===== src/design/mfp_consts.svh =====
// constants for the multi-function pin configuration block
`ifndef MFP_CONSTS_SVH
`define MFP_CONSTS_SVH
`define MFP_OFS_DATA_CFG 8'h3c
`define MFP_OFS_TX_CFG 8'h3d
`define MFP_OFS_RX_CFG 8'h3e
`define MFP_OFS_POL_MAP 8'h36
`define MFP_OFS_KILL_MAP 8'h5d
`define MFP_OFS_MODE 8'h40
`define MFP_OFS_STATUS 8'h41
`define MFP_CFG_RESET 8'h00
`define MFP_MAP_RESET 8'h00
`define MFP_MODE_RESET 8'h00
`define MFP_FN_LSB 0
`define MFP_FN_MSB 3
`define MFP_ANALOG_BIT 6
`define MFP_PULLUP_BIT 7
`define MFP_KILL_DATA_BIT 1
`define MFP_KILL_TX_BIT 2
`define MFP_KILL_RX_BIT 3
`define MFP_MODE_ANALOG_BIT 0
`define MFP_MODE_ENCODER_BIT 1
`endif


===== src/design/mfp_pkg.sv =====
// types for the multi-function pin configuration block
package mfp_pkg;
    typedef enum logic [3:0] {
        MFP_FN_DEFAULT = 4'h0,
        MFP_FN_USER_IO = 4'h1,
        MFP_FN_USER_IN = 4'h2,
        MFP_FN_SERIAL = 4'h4,
        MFP_FN_ENCODER = 4'h6,
        MFP_FN_KILL = 4'h7
    } mfp_fn_e;
    typedef struct packed {
        mfp_fn_e func;
        logic analog_en;
        logic pullup_en;
        logic active_high;
        logic kill_sw;
    } mfp_pin_s;
endpackage


===== src/design/mfp_pin_config.sv =====
// per-pin function selection for the data, transmit and receive pins
//
// The implementer's own choice: the strobed register port.
`timescale 1ns/100ps
`include "mfp_consts.svh"
module mfp_pin_config
    import mfp_pkg::*;
(
    input wire logic mclk, // 100 MHz clock
    input wire logic rstn, // synchronous reset, active low
    input wire logic [7:0] addr, // register address
    input wire logic [7:0] wdata, // write data
    input wire logic wr, // write strobe
    input wire logic rd, // read strobe
    output logic [7:0] rdata, // read data, cycle after rd
    output mfp_pin_s data_pin, // resolved data pin setup
    output mfp_pin_s tx_pin, // resolved transmit pin setup
    output mfp_pin_s rx_pin // resolved receive pin setup
);
    logic [7:0] data_cfg_reg;
    logic [7:0] tx_cfg_reg;
    logic [7:0] rx_cfg_reg;
    logic [7:0] pol_map_reg;
    logic [7:0] kill_map_reg;
    logic [7:0] mode_reg;
    mfp_pin_s data_next;
    mfp_pin_s tx_next;
    mfp_pin_s rx_next;
    logic [7:0] rdata_next;
    logic analog_mode;
    logic encoder_mode;

    // config bytes, stored as written; reserved bits kept so software reads back its value
    always_ff @(posedge mclk)
    begin
        if (!rstn)
        begin
            data_cfg_reg <= `MFP_CFG_RESET;
            tx_cfg_reg <= `MFP_CFG_RESET;
            rx_cfg_reg <= `MFP_CFG_RESET;
        end
        else if (wr)
        begin
            if (addr == `MFP_OFS_DATA_CFG)
                data_cfg_reg <= wdata;
            else if (addr == `MFP_OFS_TX_CFG)
                tx_cfg_reg <= wdata;
            else if (addr == `MFP_OFS_RX_CFG)
                rx_cfg_reg <= wdata;
        end
    end

    // polarity and kill maps live apart from the config bytes
    always_ff @(posedge mclk)
    begin
        if (!rstn)
        begin
            pol_map_reg <= `MFP_MAP_RESET;
            kill_map_reg <= `MFP_MAP_RESET;
        end
        else if (wr)
        begin
            if (addr == `MFP_OFS_POL_MAP)
                pol_map_reg <= wdata;
            else if (addr == `MFP_OFS_KILL_MAP)
                kill_map_reg <= wdata;
        end
    end

    // control mode: bit 0 analog family, bit 1 encoder family
    always_ff @(posedge mclk)
    begin
        if (!rstn)
            mode_reg <= `MFP_MODE_RESET;
        else if (wr && addr == `MFP_OFS_MODE)
            mode_reg <= wdata;
    end

    assign analog_mode = mode_reg[`MFP_MODE_ANALOG_BIT];
    assign encoder_mode = mode_reg[`MFP_MODE_ENCODER_BIT];

    // data pin resolve; unknown codes fall back to default so the pin never floats in role
    always_comb
    begin
        data_next = '0;
        data_next.active_high = pol_map_reg[`MFP_KILL_DATA_BIT];
        data_next.kill_sw = kill_map_reg[`MFP_KILL_DATA_BIT];
        case (data_cfg_reg[`MFP_FN_MSB:`MFP_FN_LSB])
            4'h1, 4'h2, 4'h4, 4'h7:
            begin
                data_next.func = mfp_fn_e'(data_cfg_reg[`MFP_FN_MSB:`MFP_FN_LSB]);
                data_next.analog_en = data_cfg_reg[`MFP_ANALOG_BIT];
                data_next.pullup_en = data_cfg_reg[`MFP_PULLUP_BIT];
            end
            default:
            begin
                if (analog_mode)
                begin
                    data_next.func = MFP_FN_USER_IN;
                    data_next.analog_en = 1'b1;
                end
                else
                begin
                    data_next.func = MFP_FN_SERIAL;
                    data_next.pullup_en = 1'b1;
                end
            end
        endcase
    end

    // transmit pin resolve; pull-up fixed on whatever bit seven says
    always_comb
    begin
        tx_next = '0;
        tx_next.pullup_en = 1'b1;
        tx_next.active_high = pol_map_reg[`MFP_KILL_TX_BIT];
        tx_next.kill_sw = kill_map_reg[`MFP_KILL_TX_BIT];
        case (tx_cfg_reg[`MFP_FN_MSB:`MFP_FN_LSB])
            4'h1, 4'h2, 4'h4, 4'h6, 4'h7:
            begin
                tx_next.func = mfp_fn_e'(tx_cfg_reg[`MFP_FN_MSB:`MFP_FN_LSB]);
                tx_next.analog_en = tx_cfg_reg[`MFP_ANALOG_BIT];
            end
            default:
                tx_next.func = encoder_mode ? MFP_FN_ENCODER : MFP_FN_SERIAL;
        endcase
    end

    // receive pin resolve; same shape as transmit
    always_comb
    begin
        rx_next = '0;
        rx_next.pullup_en = 1'b1;
        rx_next.active_high = pol_map_reg[`MFP_KILL_RX_BIT];
        rx_next.kill_sw = kill_map_reg[`MFP_KILL_RX_BIT];
        case (rx_cfg_reg[`MFP_FN_MSB:`MFP_FN_LSB])
            4'h1, 4'h2, 4'h4, 4'h6, 4'h7:
            begin
                rx_next.func = mfp_fn_e'(rx_cfg_reg[`MFP_FN_MSB:`MFP_FN_LSB]);
                rx_next.analog_en = rx_cfg_reg[`MFP_ANALOG_BIT];
            end
            default:
                rx_next.func = encoder_mode ? MFP_FN_ENCODER : MFP_FN_SERIAL;
        endcase
    end

    // resolved setups registered so outputs come from flip-flops
    always_ff @(posedge mclk)
    begin
        if (!rstn)
        begin
            data_pin <= '0;
            tx_pin <= '0;
            rx_pin <= '0;
        end
        else
        begin
            data_pin <= data_next;
            tx_pin <= tx_next;
            rx_pin <= rx_next;
        end
    end

    // read decode; status returns data pin function and analog/pull-up state
    always_comb
    begin
        if (addr == `MFP_OFS_DATA_CFG)
            rdata_next = data_cfg_reg;
        else if (addr == `MFP_OFS_TX_CFG)
            rdata_next = tx_cfg_reg;
        else if (addr == `MFP_OFS_RX_CFG)
            rdata_next = rx_cfg_reg;
        else if (addr == `MFP_OFS_POL_MAP)
            rdata_next = pol_map_reg;
        else if (addr == `MFP_OFS_KILL_MAP)
            rdata_next = kill_map_reg;
        else if (addr == `MFP_OFS_MODE)
            rdata_next = mode_reg;
        else if (addr == `MFP_OFS_STATUS)
            rdata_next = {data_pin.pullup_en, data_pin.analog_en, 2'h0, data_pin.func};
        else
            rdata_next = 8'h00; // unmapped reads zero
    end

    // read data valid only the cycle after rd
    always_ff @(posedge mclk)
    begin
        if (!rstn)
            rdata <= 8'h00;
        else if (rd)
            rdata <= rdata_next;
        else
            rdata <= 8'h00;
    end
endmodule


===== config.mk =====
export PLATFORM = sky130hd
export DESIGN_NAME = mfp_pin_config
export DESIGN_NICKNAME = d
export VERILOG_FILES = /design/src/design/mfp_pkg.sv /design/src/design/mfp_pin_config.sv
export VERILOG_INCLUDE_DIRS = /design/src /design/src/design
export SDC_FILE = /design/constraint.sdc
export NUM_CORES = 1
export LEC_CHECK = 0
export ABC_AREA = 1
export BUFFER_PORTS_ARGS = -buffer_cell sky130_fd_sc_hd__buf_2
export CAP_MARGIN = 10
export CELL_PAD_IN_SITES_DETAIL_PLACEMENT = 1
export CELL_PAD_IN_SITES_GLOBAL_PLACEMENT = 1
export CORE_MARGIN = 10
export CORE_UTILIZATION = 41
export CTS_BUF_LIST = sky130_fd_sc_hd__clkbuf_16
export CTS_CLUSTER_SIZE = 20
export DETAILED_ROUTE_END_ITERATION = 6
export GPL_TIMING_DRIVEN = 0
export MAX_ROUTING_LAYER = met4
export PLACE_DENSITY_LB_ADDON = 0.1
export SLEW_MARGIN = 30
export SYNTH_ARGS = -nofsm -noshare
export SYNTH_HDL_FRONTEND = slang
export SYNTH_SLANG_ARGS = --single-unit

===== constraint.sdc =====
create_clock -name mclk -period 1.37 [get_ports mclk]
set_input_delay 0.274 -clock mclk [delete_from_list [all_inputs] [get_ports mclk]]
set_output_delay 0.274 -clock mclk [all_outputs]
set_load 0.02 [all_outputs]

Yosys cells after proc, flatten, opt, wreduce, memory -nomap -nowiden. Index checks and enable logic that the tools add are counted.

Register bits after elaboration: 80. Output and inout port bits: 32.

Equality and inequality tests: 21. Muxes and demuxes: 16. Bitwise operators: 3. Reduce and logical (&&, ||, !) cells: 12.

Operator list (count): $mux W8 (7); $eq A4 B3 Y1 const B (8); $eq A8 B6 Y1 const B (4); $eq A8 B7 Y1 const B (3); $eq A4 B1 Y1 const B (3); $eq A4 B2 Y1 const B (3); $reduce_and A2 Y1 (5); $reduce_or A5 Y1 (2); $mux W3 (3); $mux W4 (2); $mux W6 (1); $reduce_and A3 Y1 (2); $reduce_and A4 Y1 (1); $reduce_or A4 Y1 (1); $not A1 Y1 (3); $mux W1 (2); $mux W2 (1); $logic_and A1 B1 Y1 (1).

Depth between registers and ports, before layout.
Word-level depth: 8. Depth in mapped cells: 10. Gate-level depth less buffers: 9.

Worst setup path after synthesis. Ideal clock, no wire load.

Kind: input to register. Start: input port addr[0]. End: register pol_map_reg[5]. Data arrival time: 1.102 ns. Data required time: 1.238 ns. Slack: 0.135 ns. Stages: 8. Cells stage by stage: inv_1 -> nand2_2 -> nor3_1 -> nand2_2 -> nor2_4 -> inv_2 -> nand2_1 -> a21oi_1.

Word-level cells in the longest chain between the ends: 2.

RTL lines: start, declared (line mfp_pin_config.sv:11) `input wire logic [7:0] addr,`; $eq A8 B6 Y1 (no line); $reduce_and A2 Y1 (no line); end signal, assigned (line mfp_pin_config.sv:58) `` pol_map_reg <= `MFP_MAP_RESET; ``; end signal, assigned (line mfp_pin_config.sv:64) `pol_map_reg <= wdata;`; end, declared (line mfp_pin_config.sv:23) `logic [7:0] pol_map_reg;`.

Every way passes these cells. A chain may end at the register's enable or synchronous reset.

Worst setup path in the final report.
Start: input port addr[6]. End: register rx_cfg_reg[2].

Word-level cells in the longest chain between the ends: 3. Elaborated cells between the ends (all ways): 6. Classes of those cells: eq/ne: 3; bitwise: 2; reduce/logical: 1.

RTL lines: $eq A8 B6 Y1 (no line); $not A1 Y1 (no line); $reduce_and A4 Y1 (no line) *; end signal, assigned (line mfp_pin_config.sv:40) `` rx_cfg_reg <= `MFP_CFG_RESET; ``; end signal, assigned (line mfp_pin_config.sv:49) `rx_cfg_reg <= wdata;`; end, declared (line mfp_pin_config.sv:22) `logic [7:0] rx_cfg_reg;`.

Every way passes the cells marked *; elsewhere a longest branch is shown, timed or not.

==> flow_summary.yaml <==
run_status:
  run_status: "finished clean"
route:
  wirelength_um: 10760
  ant_nets: 0
  drt_pass1_iterations: 5
  drc: 0
  routed_via_density: 5.233
  drt_first_iter_violations: 110
  num_vias: 3161
  wl_per_cell_um: 17.81
place:
  routabilityCongestion: 0.8547
  dpl.hpwl_um: 7985
  portBuffers: 50
  pre_cts_ws_ns: -0.3468
critical_path:
  critPathCapture: "rx_cfg_reg[2]"
  cp-start-kind: "primary input"
  regToRegSetupSlack_ns: 0.13
  endpoint_kind: "flop"
  rr_endpoint: "data_pin[3]"
  critical_path_arrival_ns: 1.51
  ff2ff_path_depth: 7
  criticalPathCategory: "primary input to flop"
  setup.worst_path.start: "addr[6]"
  r2r-start: "data_cfg_reg[2]"
  critPathRequiredTime_ns: 1.59
  worst-path-max-fanout: 10
pwr:
  comb_power_share: 0.055
  seqPwrFrac: 0.469
  p_clk_frac: 0.476
  p_sw_uw: 1164
  power.density_nw_per_um2: 1209
  p_int_uw: 3783
  netSwitchingFraction: 0.2353
  ir_drop_v: 0.0005620
  p_leak_uw: 0.001870
floorplanning:
  design.core.area_sq_um: 7848
  fp.dieW_um: 110.5
  dieArea_sq_um: 12210
  initial_core_util: 0.4281
  std_cell_rows: 32
  die_y_um: 110.5
  boundaryPins: 52
synthesis:
  ys_warn_count: 0
  syn_area_sq_um: 3359
  ys_seq_area_frac: 0.4708
  yosys_register_bits: 79
  yosys.cell_types.count: 33
  syn_area_per_cell_sq_um: 7.813
  postSynthCellCount: 430
finish:
  final_common_cell: "dfxtp_1"
  multi_input_comb_area_sq_um: 1431
  most-common-layout-cells: "dfxtp_1, nand2_1, inv_1, buf_2, a21oi_1"
  nNetsFinal: 518
  diodes: 0
  drive_gt1_frac: 0.2271
  fillers: 1004
  syn2layout_area_growth_pct: 21.83
  final-seq-area_sq_um: 1584
job:
  max-cap-violations: 0
timing:
  finClkSkew_ns: 0.005318
  setup_viol: 0
  period_share: 0.9355
  slew_violations: 0
  maxSlewHeadroom: 0.5687
  fmax_mhz: 780.3
  final.min_clock_period_ns: 1.282
  worst_slew_pin_slew_ns: 0.6470
  worst_slack_ns: 0.08837
  hold_ws_ns: 0.09982
  hold_viol_final: 0
clock_network:
  clkSinkCount: 79
  insertion_delay_ns: 0.34
  path_clk_slew_ns: 0.06
  ctsHoldBuffers: 0
  clockBufferDepth: 2
  cts_tree: "built"
  cts_buffers: 9
  ctsHtreeMaxLevel: 3
  cts-root-buf: "clkbuf_16"
global_routing:
  antenna_found_initial: 0
  grt_max_degree: 14
  grt_pass1_wl_um: 16980
  track_usage: 0.1763
  grt_pass1_vias: 3269
  grt_overflow: 0
hold_path:
  hp-class: "primary input to flop"
  min-delay-start: "rstn"
[layout make-up]
class | instances | area share
inverters | 65 | 0.06084
flip-flops and latches | 79 | 0.3870
plain buffers | 17 | 0.03057
multi-input cells | 271 | 0.3497
well taps | 102 | 0.03118
repair buffers | 55 | 0.07031
clock buffers | 9 | 0.05503
clock inverters | 6 | 0.01529
[per-stage QoR]
stage	setup TNS (ns)	utilization	power, uW	cell area (sq um)	cells
after global routing	-0.01135	0.5215	5110	4093	604
after floorplan	0	-	2520	3367	432
final	0	0.5215	4947	4093	604
after detailed placement	-9.376	0.4772	2640	3745	584
after CTS	0	0.5139	4982	4033	599
after global placement	-7.816	0.4772	2635	3745	584
[power by group through the flow]
stage,Clock [uW],Sequential (uW),Combinational (uW)
3_5_place_dp,0,2370,269
2_1_floorplan,0,2390,132
6_report,2350,2320,274
3_3_place_gp,0,2370,265
5_1_grt,2490,2320,296
4_1_cts,2390,2320,270
[kinds of logic after synthesis]
logic type,share of synthesized area
compound gates,0.1754
xor+xnor,0.002608
buf+inv,0.1114
flops,0.4708
other cells,0.001116
simple gates,0.2387
[worst min path at each step]
stage	to	slack, ns	depth (start not counted)
6_report	rx_pin[2]	0.1	1
5_1_grt	rx_pin[2]	0.1	1
2_1_floorplan	rx_pin[2]	0.30	0
3_5_place_dp	data_pin[0]	0.43	2
4_1_cts	rx_pin[2]	0.09	1
3_3_place_gp	data_pin[0]	0.41	2
[critical path: stages]
cell	delay (ns)
buf_2	0.10
nor2_1	0.12
nand3_2	0.14
nor3_4	0.28
nand2_1	0.13
buf_2	0.22
o21ai_0	0.18
a21oi_1	0.06
[cells in the mapped netlist, drive strengths merged]
| cell type | n | area, sq um |
|---|---|---|
| a211oi | 1 | 7.510 |
| a21oi | 58 | 301.5 |
| a31oi | 1 | 6.260 |
| buf | 13 | 110.1 |
| clkbuf | 4 | 15.01 |
| clkinv | 2 | 12.51 |
| conb | 1 | 3.750 |
| dfxtp | 79 | 1582 |
| inv | 63 | 236.5 |
| nand2 | 71 | 299.0 |
| nand3 | 45 | 235.2 |
| nand4 | 6 | 52.55 |
| nor2 | 31 | 188.9 |
| nor3 | 3 | 26.28 |
| o21ai | 48 | 251.5 |
| o21bai | 3 | 22.52 |
| xor2 | 1 | 8.760 |
[metal layers]
layer | vias up | global-route usage | share of wire
li1 | 1538 | - | -
met1 | 1524 | 0.2002 | 0.43
met2 | 75 | 0.2919 | 0.49
met3 | 24 | 0.04754 | 0.045
met4 | 0 | 0.06218 | 0.026
met5 | - | - | 0
[repair_timing]
action | in CTS | in global routing
setup endpoints to repair | 0 | 18
gates resized for setup | 0 | 6
buffers inserted | 0 | 5
Power figures use the tool's default switching activity.
